$ cat config.mk
export PLATFORM = sky130hd
export DESIGN_NAME = pfpm_monitor
export DESIGN_NICKNAME = d
export VERILOG_FILES = /design/src/core/pfpm_pkg.sv /design/src/core/pfpm_monitor.sv
export SDC_FILE = /design/constraint.sdc
export NUM_CORES = 1
export LEC_CHECK = 0
export BUFFER_PORTS_ARGS = -buffer_cell sky130_fd_sc_hd__buf_2
export CORE_MARGIN = 2
export CORE_UTILIZATION = 40
export CTS_CLUSTER_SIZE = 14
export DETAILED_ROUTE_END_ITERATION = 12
export RECOVER_POWER = 50
export SYNTH_ARGS = -nofsm -noshare
export SYNTH_HDL_FRONTEND = slang
export SYNTH_SLANG_ARGS = --single-unit
$ cat constraint.sdc
create_clock -name clk_in -period 9.1 [get_ports clk_in]
set_clock_uncertainty 0.05 [all_clocks]
set_input_delay 0.455 -clock clk_in [delete_from_list [all_inputs] [get_ports clk_in]]
set_output_delay 0.455 -clock clk_in [all_outputs]
set_load 0.02 [all_outputs]
$ cat src/core/pfpm_pkg.sv
// Shared constants and types for the point-of-load fault protection monitor
package pfpm_pkg;
	// Bus geometry
	localparam int ADDR_W = 8;                        // APB byte address width
	localparam int DATA_W = 32;                       // APB data width

	// Register byte offsets
	localparam logic [7:0] REG_CTRL   = 8'h00;        // Tracking enable, fault clear
	localparam logic [7:0] REG_THR    = 8'h04;        // Threshold codes
	localparam logic [7:0] REG_LATCH  = 8'h08;        // Latching mode per fault
	localparam logic [7:0] REG_STATUS = 8'h0C;        // Sticky events, cleared on read
	localparam logic [7:0] REG_MASK   = 8'h10;        // Interrupt mask
	localparam logic [7:0] REG_STATE  = 8'h14;        // Live state, read only

	// Field positions
	localparam int CTRL_TRK   = 0;                    // Tracking protection enable
	localparam int CTRL_CLR   = 1;                    // Write one to clear a latched fault
	localparam int THR_OC_LSB = 0;                    // Overcurrent code, 4 bits
	localparam int THR_OV_LSB = 4;                    // Overvoltage code, 2 bits
	localparam int THR_UV_LSB = 6;                    // Undervoltage code, 2 bits
	localparam int THR_PG_BIT = 8;                    // Window lower edge code, 1 bit

	// Fault cause bit order, used in cause, latch mode and status
	localparam int C_OC  = 0;
	localparam int C_OV  = 1;
	localparam int C_UV  = 2;
	localparam int C_OT  = 3;
	localparam int C_TRK = 4;
	localparam int NCAUSE = 5;
	localparam int EV_WRN = 5;                        // Warning rose
	localparam int EV_PG  = 6;                        // Window output changed
	localparam int NEV    = 7;

	// Delay filter index order
	localparam int F_OV  = 0;
	localparam int F_UV  = 1;
	localparam int F_OT  = 2;
	localparam int F_TRK = 3;
	localparam int F_WRN = 4;
	localparam int F_PG  = 5;
	localparam int NFILT = 6;

	// Reset values
	localparam logic [3:0] OC_CODE_RST = 4'hA;        // 180 percent
	localparam logic [1:0] OV_CODE_RST = 2'h2;        // 130 percent
	localparam logic [1:0] UV_CODE_RST = 2'h0;        // 75 percent
	localparam logic       PG_CODE_RST = 1'h0;        // 90 percent
	localparam logic [4:0] LATCH_RST   = 5'h00;       // All non-latching
	localparam logic [6:0] MASK_RST    = 7'h00;       // All masked

	// Threshold arithmetic, percent values
	localparam logic [3:0] OC_MAX   = 4'hA;           // Eleven steps, codes 0..10
	localparam logic [7:0] OC_BASE  = 8'h3C;          // 60 percent
	localparam logic [7:0] OC_STEP  = 8'h0C;          // 12 percent per step
	localparam logic [1:0] OV_MAX   = 2'h2;
	localparam logic [7:0] OV_BASE  = 8'h6E;          // 110 percent
	localparam logic [7:0] OV_STEP  = 8'h0A;          // 10 percent per step
	localparam logic [1:0] UV_MAX   = 2'h2;
	localparam logic [7:0] UV_BASE  = 8'h4B;          // 75 percent
	localparam logic [7:0] UV_STEP  = 8'h05;          // 5 percent per step
	localparam logic [7:0] PG_BASE  = 8'h5A;          // 90 percent
	localparam logic [7:0] PG_STEP  = 8'h05;          // 5 percent per step
	localparam logic [7:0] PG_HI    = 8'h6E;          // 110 percent
	localparam logic [24:0] PCT_SCALE  = 25'h0000064; // Hundred
	localparam logic [24:0] OV_FLOOR_X = 25'h00186A0; // 1000 mV times a hundred
	localparam logic [15:0] TRK_LIM_MV = 16'h00FA;    // 250 mV

	// Temperatures in degrees C
	localparam logic signed [9:0] OT_OFF  = 10'sh082; // 130
	localparam logic signed [9:0] OT_ON   = 10'sh078; // 120
	localparam logic signed [9:0] WRN_ON  = 10'sh078; // 120
	localparam logic signed [9:0] WRN_CLR = 10'sh075; // 120 less 3 of hysteresis

	// Timing
	localparam int CLK_NS    = 25;                    // 40 MHz
	localparam int FILT_NS   = 6000;                  // 6 us
	localparam int FILT_CYC  = (FILT_NS + CLK_NS - 1) / CLK_NS;
	localparam int RETRY_MS  = 130;                   // 130 ms
	localparam int RETRY_CYC = RETRY_MS * 1000000 / CLK_NS;

	// Protection state
	typedef enum logic [1:0] {ST_RUN, ST_RETRY, ST_OTWAIT, ST_LATCH} pfpm_state_t;
endpackage : pfpm_pkg

$ cat src/core/pfpm_monitor.sv
// Fault protection and output window supervisor with its APB register file
// What this block does
// - Overcurrent trips above 60..180 percent, eleven steps
// - Overvoltage trips above 110/120/130 percent of setpoint
// - Overvoltage trip level never below one volt
// - Undervoltage trips below 75/80/85 percent setpoint
// - Voltage, temperature, tracking faults act after 6 us
// - Per-fault latching, else retry after 130 ms; non-latching overtemperature waits for 120 instead
// - Overtemperature off at 130, restart at 120
// - Tracking off by default, latching or retrying
// - Tracking only while ramping, 250 mV window
// - Warning flag at 120, 3 degree hysteresis
// - Warning flag raised 6 us after crossing
// - Window pin high inside 90/95..110 percent
// - Window pin changes 6 us after crossing
//
// Decided for this implementation: the register offsets and the APB interface to the registers.
`timescale 1ns/1ps
module pfpm_monitor #(
	parameter int RETRY_CYCLES = pfpm_pkg::RETRY_CYC      // Retry wait in clock cycles
) (
	input  wire logic                          clk_in,
	input  wire logic                          rstn_in,
	input  wire logic [pfpm_pkg::ADDR_W-1:0]   paddr_in,
	input  wire logic                          psel_in,
	input  wire logic                          penable_in,
	input  wire logic                          pwrite_in,
	input  wire logic [pfpm_pkg::DATA_W-1:0]   pwdata_in,
	output logic      [pfpm_pkg::DATA_W-1:0]   prdata_out,
	output logic                               pready_out,
	output logic                               pslverr_out,
	input  wire logic [15:0]                   vout_mv_in,
	input  wire logic [15:0]                   vset_mv_in,
	input  wire logic [15:0]                   vref_mv_in,
	input  wire logic                          ramping_in,
	input  wire logic [7:0]                    iout_pct_in,
	input  wire logic signed [9:0]             temp_c_in,
	input  wire logic                          enable_in,
	output logic                               turn_off_out,
	output logic                               output_in_window_pin_out,
	output logic                               irq_out
);
	import pfpm_pkg::*;

	// Refuse settings the counters cannot serve
	if (RETRY_CYCLES < 2) begin : g_chk_retry
		$error("RETRY_CYCLES must be at least two");
	end
	if (FILT_CYC < 1 || FILT_CYC > 256) begin : g_chk_filt
		$error("Filter delay must fit an eight bit counter");
	end

	localparam logic [7:0]  FILT_LAST = 8'(FILT_CYC - 1);     // Last filter count
	localparam logic [31:0] RETRY_END = 32'(RETRY_CYCLES - 1); // Last retry count

	logic                 trk_en;          // Tracking protection enable
	logic [3:0]           oc_code;         // Overcurrent step
	logic [1:0]           ov_code;         // Overvoltage step
	logic [1:0]           uv_code;         // Undervoltage step
	logic                 pg_code;         // Window lower edge step
	logic [NCAUSE-1:0]    latch_mode;      // One bit per fault, set for latching
	logic [NEV-1:0]       status;          // Sticky events
	logic [NEV-1:0]       mask;            // Interrupt enables
	logic [NCAUSE-1:0]    cause;           // Faults behind the last shutdown
	pfpm_state_t          state;           // Protection state
	pfpm_state_t          next_state;      // Its next value
	logic [31:0]          timer;           // Retry wait counter
	logic                 en_m;            // Enable pin, first stage
	logic                 en_s;            // Enable pin, synchronised
	logic                 en_d;            // Synchronised enable, one cycle late
	logic                 warn_d;          // Warning flag, one cycle late
	logic                 pg_d;            // Window output, one cycle late
	logic [NFILT-1:0]     tgt;             // Level each filter is heading for
	logic                 filt_q [NFILT];  // Filtered levels
	logic [7:0]           cnt [NFILT];     // Filter counters

	// Bus decode
	logic acc, wr, rd, hit, clr_req, en_fall, running, trip_evt;
	logic [NCAUSE-1:0] trip;                          // Present fault levels
	logic [NEV-1:0]    ev;                            // Events this cycle
	assign acc     = psel_in & penable_in;
	assign wr      = acc & pwrite_in;
	assign rd      = acc & ~pwrite_in;
	assign hit     = paddr_in inside {REG_CTRL, REG_THR, REG_LATCH, REG_STATUS,
	                                  REG_MASK, REG_STATE};
	assign pready_out  = 1'b1;                        // Zero wait states
	assign pslverr_out = acc & ~hit;                  // Unmapped address
	assign clr_req = wr && paddr_in == REG_CTRL && pwdata_in[CTRL_CLR];
	assign en_fall = en_d & ~en_s;                    // Enable cycled off

	// Enable pin synchroniser
	always_ff @(posedge clk_in or negedge rstn_in) begin
		if (!rstn_in) begin
			en_m <= 1'b0;
			en_s <= 1'b0;
			en_d <= 1'b0;
		end else begin
			en_m <= enable_in;
			en_s <= en_m;
			en_d <= en_s;
		end
	end

	// Software written settings
	always_ff @(posedge clk_in or negedge rstn_in) begin
		if (!rstn_in) begin
			trk_en     <= 1'b0;
			oc_code    <= OC_CODE_RST;
			ov_code    <= OV_CODE_RST;
			uv_code    <= UV_CODE_RST;
			pg_code    <= PG_CODE_RST;
			latch_mode <= LATCH_RST;
			mask       <= MASK_RST;
		end else if (wr) begin
			if (paddr_in == REG_CTRL) begin
				trk_en <= pwdata_in[CTRL_TRK];
			end
			// Out of range codes saturate at the top step
			if (paddr_in == REG_THR) begin
				oc_code <= (pwdata_in[THR_OC_LSB +: 4] > OC_MAX) ? OC_MAX
				         : pwdata_in[THR_OC_LSB +: 4];
				ov_code <= (pwdata_in[THR_OV_LSB +: 2] > OV_MAX) ? OV_MAX
				         : pwdata_in[THR_OV_LSB +: 2];
				uv_code <= (pwdata_in[THR_UV_LSB +: 2] > UV_MAX) ? UV_MAX
				         : pwdata_in[THR_UV_LSB +: 2];
				pg_code <= pwdata_in[THR_PG_BIT];
			end
			if (paddr_in == REG_LATCH) begin
				latch_mode <= pwdata_in[NCAUSE-1:0];
			end
			if (paddr_in == REG_MASK) begin
				mask <= pwdata_in[NEV-1:0];
			end
		end
	end

	// Voltage thresholds as percent of setpoint, compared against output times a hundred
	logic [7:0]  oc_pct, ov_pct, uv_pct, pg_pct;
	logic [24:0] vout_x, ov_raw, ov_lim, uv_lim, pg_lo, pg_hi;
	logic [15:0] trk_dev;                             // Distance from ramp reference
	assign oc_pct = 8'(OC_BASE + OC_STEP * oc_code);
	assign ov_pct = 8'(OV_BASE + OV_STEP * ov_code);
	assign uv_pct = 8'(UV_BASE + UV_STEP * uv_code);
	assign pg_pct = 8'(PG_BASE + PG_STEP * pg_code);
	assign vout_x = 25'(vout_mv_in) * PCT_SCALE;
	assign ov_raw = 25'(vset_mv_in) * 25'(ov_pct);
	assign ov_lim = (ov_raw < OV_FLOOR_X) ? OV_FLOOR_X : ov_raw;
	assign uv_lim = 25'(vset_mv_in) * 25'(uv_pct);
	assign pg_lo  = 25'(vset_mv_in) * 25'(pg_pct);
	assign pg_hi  = 25'(vset_mv_in) * 25'(PG_HI);
	assign trk_dev = (vout_mv_in > vref_mv_in) ? 16'(vout_mv_in - vref_mv_in)
	               : 16'(vref_mv_in - vout_mv_in);

	// Raw conditions fed to the delay filters
	always_comb begin
		tgt        = '0;
		tgt[F_OV]  = vout_x > ov_lim;
		// Undervoltage is blanked while the output ramps up from low
		tgt[F_UV]  = ~ramping_in & (vout_x < uv_lim);
		tgt[F_OT]  = temp_c_in >= OT_OFF;
		tgt[F_TRK] = trk_en & ramping_in & (trk_dev > TRK_LIM_MV);
		// Warning sets at 120 and holds until 3 degrees below
		tgt[F_WRN] = filt_q[F_WRN] ? (temp_c_in > WRN_CLR)
		           : (temp_c_in >= WRN_ON);
		tgt[F_PG]  = (vout_x >= pg_lo) & (vout_x <= pg_hi);
	end

	// Delay filters: a level moves only after the new condition held 6 us
	for (genvar i = 0; i < NFILT; i++) begin : g_filt
		always_ff @(posedge clk_in or negedge rstn_in) begin
			if (!rstn_in) begin
				cnt[i]    <= 8'h00;
				filt_q[i] <= 1'b0;
			end else if (tgt[i] == filt_q[i]) begin
				cnt[i] <= 8'h00;                          // Agreement restarts timing
			end else if (cnt[i] == FILT_LAST) begin
				filt_q[i] <= tgt[i];
				cnt[i]    <= 8'h00;
			end else begin
				cnt[i] <= cnt[i] + 8'h01;
			end
		end
	end

	// Fault levels that can shut the output down; the warning is not one of them
	assign trip[C_OC]  = iout_pct_in > oc_pct;
	assign trip[C_OV]  = filt_q[F_OV];
	assign trip[C_UV]  = filt_q[F_UV];
	assign trip[C_OT]  = filt_q[F_OT];
	assign trip[C_TRK] = filt_q[F_TRK];
	assign running  = (state == ST_RUN) & en_s;
	assign trip_evt = running & (|trip);

	// Protection state transitions
	always_comb begin
		next_state = state;
		unique case (state)
			ST_RUN: begin
				if (trip_evt) begin
					if (|(trip & latch_mode)) begin
						next_state = ST_LATCH;
					end else if (trip[C_OT]) begin
						next_state = ST_OTWAIT;
					end else begin
						next_state = ST_RETRY;
					end
				end
			end
			ST_RETRY: begin
				if (timer == RETRY_END) begin
					next_state = ST_RUN;
				end
			end
			ST_OTWAIT: begin
				if (temp_c_in <= OT_ON) begin
					next_state = ST_RUN;
				end
			end
			ST_LATCH: begin
				next_state = ST_LATCH;
			end
		endcase
		// Clear command or enable cycling releases any off state
		if (state != ST_RUN && (clr_req || en_fall)) begin
			next_state = ST_RUN;
		end
	end

	// State, retry timer and turn-off command
	always_ff @(posedge clk_in or negedge rstn_in) begin
		if (!rstn_in) begin
			state        <= ST_RUN;
			timer        <= 32'h0;
			turn_off_out <= 1'b1;
		end else begin
			state        <= next_state;
			timer        <= (state == ST_RETRY && next_state == ST_RETRY)
			              ? timer + 32'h1 : 32'h0;
			turn_off_out <= (next_state != ST_RUN) | ~en_s;
		end
	end

	// Shutdown cause, kept until the next trip
	always_ff @(posedge clk_in or negedge rstn_in) begin
		if (!rstn_in) begin
			cause <= '0;
		end else if (trip_evt) begin
			cause <= trip;
		end
	end

	// Window pin straight from its filter
	assign output_in_window_pin_out = filt_q[F_PG];

	// Event edges
	always_ff @(posedge clk_in or negedge rstn_in) begin
		if (!rstn_in) begin
			warn_d <= 1'b0;
			pg_d   <= 1'b0;
		end else begin
			warn_d <= filt_q[F_WRN];
			pg_d   <= filt_q[F_PG];
		end
	end

	always_comb begin
		ev                = '0;
		ev[NCAUSE-1:0]    = trip_evt ? trip : '0;
		ev[EV_WRN]        = filt_q[F_WRN] & ~warn_d;
		ev[EV_PG]         = filt_q[F_PG] ^ pg_d;
	end

	// Sticky status; a read clears only what it reported, new events win
	always_ff @(posedge clk_in or negedge rstn_in) begin
		if (!rstn_in) begin
			status <= '0;
		end else begin
			status <= (status & ~((rd && paddr_in == REG_STATUS)
			          ? prdata_out[NEV-1:0] : '0)) | ev;
		end
	end

	// Level interrupt
	always_ff @(posedge clk_in or negedge rstn_in) begin
		if (!rstn_in) begin
			irq_out <= 1'b0;
		end else begin
			irq_out <= |(status & mask);
		end
	end

	// Read data captured in the setup phase, ready for the access phase
	always_ff @(posedge clk_in or negedge rstn_in) begin
		if (!rstn_in) begin
			prdata_out <= '0;
		end else if (psel_in && !penable_in && !pwrite_in) begin
			prdata_out <= '0;
			if (paddr_in == REG_CTRL) begin
				prdata_out[CTRL_TRK] <= trk_en;
			end
			if (paddr_in == REG_THR) begin
				prdata_out[8:0] <= {pg_code, uv_code, ov_code, oc_code};
			end
			if (paddr_in == REG_LATCH) begin
				prdata_out[NCAUSE-1:0] <= latch_mode;
			end
			if (paddr_in == REG_STATUS) begin
				prdata_out[NEV-1:0] <= status;
			end
			if (paddr_in == REG_MASK) begin
				prdata_out[NEV-1:0] <= mask;
			end
			if (paddr_in == REG_STATE) begin
				prdata_out[8:0] <= {state == ST_LATCH, turn_off_out, filt_q[F_PG],
				                    filt_q[F_WRN], cause};
			end
		end
	end
endmodule : pfpm_monitor

==> results of run 1 <==
-- Yosys cell counts, types with 9 or more instances --
library cell  number
fa_1             234
a22oi_1            9
and3_1            22
and2_1            59
ha_1             387
mux2i_1           14
nand2b_1          39
or3_1             16
nor4_1            12
nand3_1           64
inv_1            460
a211oi_1          21
xor2_1            81
a21boi_0          10
a31oi_1            9
nand4_1           26
nor2_1           239
clkbuf_1          43
o21ai_0           92
nand2_1          160
buf_4             25
or2_2             10
nor3_1            55
mux2_2            22
a21oi_1          112
o21bai_1          15
a21o_1            49
o31ai_1           13
nor2b_1           41
o21a_1            35
o211ai_1          10
xnor2_1           75
dfrtp_1          134
-- stage by stage --
step | util, % | cell area [sq um] | instances
after floorplan | - | 23900 | 2759
after CTS | 44.0 | 25900 | 3633
after global placement | 42.9 | 25300 | 3599
after detailed placement | 42.9 | 25300 | 3599
final | 44.1 | 26000 | 3633
after global routing | 44.1 | 26000 | 3633
-- cell type report --
| cell class | count | area, sq um | share of cell area [%] |
|---|---|---|---|
| timing repair buffer | 149 | 842 | 3.24 |
| clock inverter | 15 | 199 | 0.767 |
| multi-input combinational | 2077 | 18300 | 70.6 |
| tap | 773 | 967 | 3.73 |
| clock buffer | 17 | 425 | 1.64 |
| inverter | 464 | 1740 | 6.71 |
| sequential | 138 | 3460 | 13.3 |
-- critical path, delay by kind of cell (launching register included) --
kind / cells / cell delay (ps)
fa+ha+maj: 7 / 2960
compound gates: 11 / 2460
simple gates: 9 / 1800
xor+xnor: 2 / 350
flops: 1 / 580
buf+inv: 4 / 380
-- what timing repair did --
action / 4_1_cts / 5_1_grt
gates resized for setup: 1 / 11
setup endpoints to repair: 8 / 17
pin swaps: 0 / 0
buffers inserted: 2 / 0
endpoints found under the hold margin: 0 / 0
-- layer usage --
metal,wire length [um],global-route usage [%]
met1,28800,28.9
met2,28900,34.8
met3,2210,1.35
met4,1090,4.31
met5,15,0
-- worst min path at each step --
stage	endpoint	slack (ps)	cells after the start
floorplan	cause[0]$_DFFE_PN0P_	110	0
detailed placement	en_s$_DFF_PN0_	290	0
finish	en_m$_DFF_PN0_	100	1
global placement	en_s$_DFF_PN0_	300	0
CTS	en_m$_DFF_PN0_	90	1
global route	en_m$_DFF_PN0_	90	1
-- registers in the layout, summed over array words and instances, names as in the netlist, 2 cells and up --
signal      flops
cause           5
cnt            48
filt_q          5
latch_mode      5
mask            7
oc_code         4
ov_code         2
prdata_out      9
state           2
status          7
timer          32
uv_code         2
-- logic make-up (layout without fill, tap and decap cells) --
family	after synthesis	count (layout)	share of synthesized area [%]
flops	138	138	14.5
mux	37	37	1.72
fa+ha+maj	621	621	40.0
xor+xnor	156	156	5.74
compound gates	460	460	12.8
simple gates	779	779	16.1
buf+inv	544	645	9.12
other cells	2	24	0.0315
-- power by group --
| group | leakage, nW | internal, W | switching, W |
|---|---|---|---|
| combinational | 11.1 | 0.00177 | 0.00241 |
| sequential | 1.77 | 0.000675 | 0.0000533 |
| clock | 0.303 | 0.000459 | 0.000272 |
| total | 13.1 | 0.00290 | 0.00274 |
==> impl_metrics.csv, run 1 <==
group,metric,value,unit
die,ioPinCount,150,
status,status,"finished, violations left",
grt,grt_usage,20.6,%
critical_path,reg2reg_to,"cnt[44]$_DFF_PN0_",
status,violations,"capacitance limit, slew limit",
routing,wire_per_inst,16.8,um
critical_path,cp-end-kind,"flop",
routing,avgViaCountPerCell,5.26,
clocking,cts-htree-levels,4,
placement,port_buffers,102,
clocking,clock_path_buffers,2,
sta,setup_slack,426,ps
yosys,synth_edf_count,0,
sta,slew_violations,141,
sta,tightest_slew,4910,ps
critical_path,cp_data_arrival_time,8950,ps
die,die_x,248,um
routing,ant_nets,0,
clocking,tritoncts,"built",
critical_path,critPathKind,"reg2reg",
die,dieArea,0.0615,sq mm
yosys,ys_ff_latch,138,
critical_path,cp-start-kind,"flop",
yosys,syn_avg_cell_area,8.70,sq um
sta,min_period,8670,ps
routing,drt_iter0_drc,1084,
layout,layout_common_cells,"inv_1, ha_1, nor2_1, fa_1, nand2_1",
yosys,synthesis.area,0.0238,sq mm
layout,fill_cells,5697,
die,die_h,248,um
critical_path,crit_top_cell,"fa_1",
critical_path,reg2reg_depth,33,
placement,gp_congestion,0.922,
pwr,leakage,13.1,nW
grt,grt_max_degree,94,
critical_path,slowest_delay,580,ps
die,rows,89,
yosys,synthArstFlopShare,100,%
yosys,synthFlopType,"dfrtp_1",
min_path,min_from,"enable_in",
clocking,cts_sinks,138,
die,start_util,40.4,%
critical_path,cp.required,9380,ps
pwr,vdd_drop_max,0.139,mV
sta,post-route-period-util,95.3,%
pwr,total_power,0.00564,W
yosys,yosys_warnings,0,
layout,layout_commonest_cell,"inv_1",
flow_run,max_cap_viol_count,2,
clocking,clk_pin_slew_worst_paths,60,ps
layout,drive_gt1_share,8.18,%
grt,antenna_found_initial,2,
yosys,ys_seq_area_share,14.5,%
critical_path,cp-startpoint,"ov_code[1]$_DFFE_PN1P_",
grt,grt_pass1_vias,19384,
critical_path,cp_max_fo,16,
critical_path,worstSetupEndpoint,"cnt[44]$_DFF_PN0_",
critical_path,worst-r2r-setup-slack,430,ps
yosys,postSynthCellCount,2737,
sta,timing.fmax,115,MHz
routing,via_count,19114,
pwr,power_density,217,mW/mm^2
grt,overflow,0,
min_path,hold_class,"in2reg",
yosys,synth.distinct_cells,89,
routing,routed_wl,61000,um
routing,first_pass_iters,6,
layout,fin_nets,3581,
sta,relSlewSlack,-228,%
clocking,cts_buffers,17,
critical_path,r2r_start,"ov_code[1]$_DFFE_PN1P_",
sta,hold_slack,99.1,ps
placement,place_ws,-140,ps
critical_path,critPathSlowestCell,"dfstp_2",
die,core_area,0.0589,sq mm
clocking,postCtsHoldBufs,0,
clocking,clock_latency,420,ps
layout,antenna_cells,0,
grt,grt_pass1_wl,102000,um
sta,hold_viol_final,0,
placement,hpwl,50500,um
layout,syn_to_final_growth,8.98,%
yosys,synth_top_cell_by_area,"ha_1",
yosys,synth_top_area_share,20.3,%
yosys,synth_area_leaders,"ha_1, fa_1, dfrtp_1",
sta,setup_viol,0,
sta,finalSetupTns,0,ps
clocking,root_buffer,"clkbuf_16",
routing,route.detailed.drc,0,
Note: power is estimated with default switching activity, not from simulation.
==> run 2, diff against run 1 <==
CTS_BUF_LIST = sky130_fd_sc_hd__clkbuf_8   (was not set)
PLACE_DENSITY_LB_ADDON = 0.2   (was not set)
==> run 2 against run 1 <==
Clock power is 28% lower. Sequential power barely moved. The flow still finishes with violations (capacitance limit, slew limit). Routed wire length down 1.2%. Final area fell by 0.47%. Cell count grew 0.28%. First-iteration DRC count is 5.9% lower. Global-route usage is 0.39 points lower.
==> impl_metrics.csv, run 2 (same netlist as run 1, synthesis figures left out) <==
group,metric,value,unit
layout,top_regs,"cnt (48), timer (32), prdata_out (9)",
pwr,power_density,210,mW/mm^2
pwr,vdd_drop_max,0.147,mV
critical_path,cp_max_fo,16,
placement,place_inst,3608,
min_path,hold_class,"in2reg",
placement,port_buffers,102,
critical_path,crit_top_cell,"fa_1",
routing,drt_iter0_drc,1020,
sta,tightest_slew,4140,ps
critical_path,cp-end-kind,"flop",
layout,fin_nets,3591,
layout,antenna_cells,0,
sta,finalSetupTns,0,ps
die,die_x,248,um
routing,wire_per_inst,16.5,um
grt,grt_usage,20.2,%
placement,hpwl,50200,um
clocking,clk_pin_slew_worst_paths,90,ps
sta,relSlewSlack,-176,%
status,status,"finished, violations left",
critical_path,slowest_delay,580,ps
sta,min_period,8680,ps
grt,grt_max_degree,79,
status,violations,"capacitance limit, slew limit",
layout,largest_register_ffs,48,
clocking,root_buffer,"clkbuf_8",
clocking,clock_path_buffers,2,
sta,rsz0062_at_grt,"false",
clocking,cts-htree-levels,4,
layout,syn_to_final_growth,8.47,%
clocking,cts_buffers,17,
layout,final_cells,3643,
routing,routed_wl,60200,um
grt,antenna_found_initial,1,
routing,ant_nets,0,
clocking,tritoncts,"built",
critical_path,cp_data_arrival_time,9000,ps
die,ioPinCount,150,
sta,timing.fmax,115,MHz
layout,layout_commonest_cell,"inv_1",
critical_path,critPathSlowestCell,"dfstp_2",
grt,overflow,0,
sta,hold_viol_final,0,
sta,setup_slack,418,ps
critical_path,cp.required,9420,ps
sta,post-route-period-util,95.4,%
die,die_h,248,um
critical_path,worst-r2r-setup-slack,420,ps
sta,setup_viol,0,
die,dieArea,0.0615,sq mm
placement,place_ws,-92.6,ps
die,start_util,40.4,%
routing,via_count,18949,
layout,layout_common_cells,"inv_1, ha_1, nor2_1, fa_1, nand2_1",
routing,first_pass_iters,5,
flow_run,max_cap_viol_count,2,
grt,grt_pass1_wl,98800,um
routing,avgViaCountPerCell,5.20,
grt,grt_pass1_vias,18735,
critical_path,cp-start-kind,"flop",
routing,route.detailed.drc,0,
clocking,clock_latency,460,ps
sta,slew_violations,141,
critical_path,critPathKind,"reg2reg",
die,core_area,0.0589,sq mm
pwr,leakage,13.1,nW
placement,gp_congestion,0.899,
layout,largest-register,"cnt",
die,rows,89,
layout,drive_gt1_share,8.33,%
clocking,cts_sinks,138,
==> run 2: cell types whose count changed in the layout (fill, tap and decap cells not counted), moves of 2 or more <==
cell | before | now
clkbuf_8 | 0 | 18
clkbuf_16 | 17 | 0
buf_4 | 46 | 53
clkbuf_1 | 15 | 18
buf_2 | 88 | 86
ha_1 | 384 | 386
ha_2 | 3 | 1
==> run 2: worst max-delay path, delay by kind of cell, from the launching register on <==
kind                       cells  cell delay (ps)
DFF                            1              580
adders and majority gates      7             2850
buffers and inverters          4              450
and+or+nand+nor                9             1920
AOI/OAI and AO/OA             11             2400
xor gates and xnor gates       2              330
==> run 2: final cells by class <==
cell class,count,area [sq um]
Fill cell,5867,33100
Multi-Input combinational cell,2077,18300
Sequential cell,138,3460
Inverter,464,1740
Tap cell,773,967
Timing Repair Buffer,159,926
Clock buffer,18,248
Clock inverter,14,171
==> run 2: per-layer routing <==
metal	vias up	wire length [um]	track usage [%]
met1	9237	28600	28.2
met3	55	2370	1.85
li1	9292	-	-
met4	0	1240	4.63
met2	365	28100	33.7
met5	-	0	0
==> run 2: final timing paths <==
| path | startpoint | end | cells after the start |
|---|---|---|---|
| min in group asynchronous | rstn_in | timer[17]$_DFF_PN0_ | 2 |
| min | enable_in | en_m$_DFF_PN0_ | 1 |
| max in group asynchronous | rstn_in | cnt[16]$_DFF_PN0_ | 3 |
| max | ov_code[1]$_DFFE_PN1P_ | cnt[47]$_DFF_PN0_ | 33 |
| min reg2reg | en_m$_DFF_PN0_ | en_s$_DFF_PN0_ | 0 |
| max reg2reg | ov_code[1]$_DFFE_PN1P_ | cnt[47]$_DFF_PN0_ | 33 |
==> run 2: timing repair <==
action,4_1_cts,5_1_grt
hold buffers,1,0
endpoints found under the setup margin,8,17
hold endpoints to repair,58,0
buffers inserted,0,2
pin swaps,0,2
resized for setup,2,10
==> run 2: per-stage QoR <==
| stage | utilization (%) | cell area [sq um] | power, W | hold slack, ps |
|---|---|---|---|---|
| floorplan | - | 23900 | 0.00376 | 109 |
| global placement | 43.1 | 25400 | 0.00474 | 303 |
| finish | 43.9 | 25800 | 0.00543 | 47.8 |
| global route | 43.9 | 25800 | 0.00602 | 26.8 |
| detailed placement | 43.1 | 25400 | 0.00483 | 311 |
| CTS | 43.8 | 25800 | 0.00540 | 3.92 |
==> run 2: power by group <==
group,internal (W),total (W),switching (W)
registers,0.000673,0.000725,0.0000516
logic,0.00179,0.00417,0.00239
clock network,0.000279,0.000527,0.000248
==> run 3, diff against run 2 <==
BUFFER_PORTS_ARGS = not set   (was -buffer_cell sky130_fd_sc_hd__buf_2)
CTS_BUF_LIST = sky130_fd_sc_hd__clkbuf_16   (was sky130_fd_sc_hd__clkbuf_8)
DONT_BUFFER_PORTS = 1   (was not set)
==> run 3 against run 2 <==
Combinational power is 4% lower. Sequential power is 0.8% higher. The flow still finishes with violations (capacitance limit, slew limit). Total power hardly changed. Critical path type unchanged. Critical path depth is 1 higher. Clock-buffer cell count is 1 lower. Die area stayed put. Setup slack better by 140 ps. Routed wire length is 2.0% lower. Hold slack better by 58 ps.
==> impl_metrics.csv, run 3 (same netlist as run 1, synthesis figures left out) <==
group,metric,value,unit
sta,post-route-period-util,93.9,%
layout,largest_register_ffs,48,
pwr,vdd_drop_max,0.169,mV
critical_path,critPathKind,"reg2reg",
routing,first_pass_iters,6,
routing,routed.top_layer,"met5",
die,ioPinCount,150,
clocking,cts_buffers,17,
routing,route.detailed.drc,0,
clocking,clock_latency,420,ps
grt,grt_pass1_vias,18292,
layout,fin_nets,3479,
layout,utilization,43.1,%
min_path,hold_class,"in2reg",
critical_path,cp.required,9390,ps
clocking,clk_pin_slew_worst_paths,60,ps
die,die_x,248,um
critical_path,cp-start-kind,"flop",
die,start_util,40.4,%
die,dieArea,0.0615,sq mm
clocking,cts-htree-levels,4,
sta,rsz0062_at_grt,"false",
critical_path,critPathSlowestCell,"dfstp_2",
sta,finalSetupTns,0,ps
status,violations,"capacitance limit, slew limit",
die,rows,89,
die,core_area,0.0589,sq mm
pwr,leakage,12.7,nW
sta,relSlewSlack,-377,%
layout,top_regs,"cnt (48), timer (32), prdata_out (9)",
sta,min_period,8540,ps
routing,wl_met2,27300,um
layout,largest-register,"cnt",
grt,antenna_found_initial,2,
grt,grt_pass1_wl,96800,um
layout,drive_gt1_share,4.89,%
critical_path,slowest_delay,570,ps
grt,grt_usage,19.6,%
routing,routed-wl-met3,2530,um
routing,routedLengthMet1,28400,um
routing,avgViaCountPerCell,5.22,
clocking,cts_sinks,138,
critical_path,cp_data_arrival_time,8830,ps
sta,timing.fmax,117,MHz
layout,syn_to_final_growth,6.72,%
critical_path,cp_max_fo,16,
critical_path,cp-end-kind,"flop",
flow_run,max_cap_viol_count,1,
routing,wire_per_inst,16.7,um
sta,tightest_slew,7160,ps
routing,routed_wl,59000,um
sta,hold_viol_final,0,
routing,drt_iter0_drc,986,
placement,hpwl,48900,um
layout,antenna_cells,0,
layout,layout_common_cells,"inv_1, ha_1, nor2_1, fa_1, nand2_1",
status,status,"finished, violations left",
placement,port_buffers,0,
clocking,tritoncts,"built",
pwr,power_density,214,mW/mm^2
clocking,clock_path_buffers,2,
grt,grt_max_degree,139,
sta,setup_viol,0,
die,die_h,248,um
grt,overflow,0,
placement,gp_congestion,0.884,
layout,layout_commonest_cell,"inv_1",
sta,slew_violations,139,
clocking,root_buffer,"clkbuf_16",
routing,via_count,18440,
routing,ant_nets,0,
## run 3: cell types whose count changed in the layout (fill, tap and decap cells not counted), moves of 2 or more
cell       before  now
buf_2          86    0
clkbuf_8       18    0
clkbuf_1       18    1
clkbuf_16       0   17
buf_4          53   43
clkinv_1        4    6
## run 3: final cells by class
cell class                      instances  area (sq um)
Inverter                              464          1740
Clock buffer                           17           425
Timing Repair Buffer                   47           367
Clock inverter                         15           175
Tap cell                              773           967
Fill cell                            5807         33500
Sequential cell                       138          3460
Multi-Input combinational cell       2077         18300
## run 3: critical path: cells and delay by family, from the launching register on
kind | cells | cell delay [ps]
flops | 1 | 570
buf+inv | 4 | 380
xor+xnor | 1 | 190
simple gates | 8 | 1610
compound gates | 14 | 2840
fa+ha+maj | 7 | 2800
## run 3: path summary, 6_finish.rpt
check | startpoint | end | slack (ps) | depth (start not counted)
worst max-delay path | ov_code[1]$_DFFE_PN1P_ | cnt[44]$_DFF_PN0_ | 560 | 34
worst min-delay path | temp_c_in[9] | filt_q[1]$_DFFE_PN0P_ | 110 | 1
worst max register to register | ov_code[1]$_DFFE_PN1P_ | cnt[44]$_DFF_PN0_ | 560 | 34
worst min register to register | en_m$_DFF_PN0_ | en_s$_DFF_PN0_ | 300 | 0
max in group asynchronous | rstn_in | cnt[2]$_DFF_PN0_ | 1710 | 2
min in group asynchronous | rstn_in | timer[3]$_DFF_PN0_ | 3220 | 2
## run 3: report_power, final
| part | internal [W] | leakage [nW] | switching, W |
|---|---|---|---|
| clock network | 0.000430 | 0.288 | 0.000270 |
| registers | 0.000675 | 1.77 | 0.0000566 |
| logic | 0.00175 | 10.7 | 0.00224 |
## run 3: layer usage
metal / GRT usage [%] / vias up
met2: 32.3 / 378
met1: 27.9 / 8954
met4: 3.66 / 2
met5: 0 / -
met3: 2.25 / 41
li1: - / 9065
## run 3: repair_timing
item | 4_1_cts | 5_1_grt
resized for setup | 1 | 3
hold buffers | 3 | 0
endpoints found under the hold margin | 139 | 0
pin swaps | 0 | 0
setup buffers | 0 | 1
setup endpoints to repair | 6 | 9
## run 3: through the flow
step | cell area (sq um) | hold slack, ps | cells | worst slack [ps] | total power [W]
floorplan | 23900 | 109 | 2759 | 450 | 0.00376
finish | 25400 | 106 | 3531 | 558 | 0.00543
global route | 25400 | 111 | 3531 | 26.6 | 0.00606
detailed placement | 24800 | 111 | 3495 | -14.0 | 0.00468
global placement | 24800 | 112 | 3495 | 198 | 0.00461
CTS | 25400 | 82.1 | 3530 | 64.4 | 0.00544
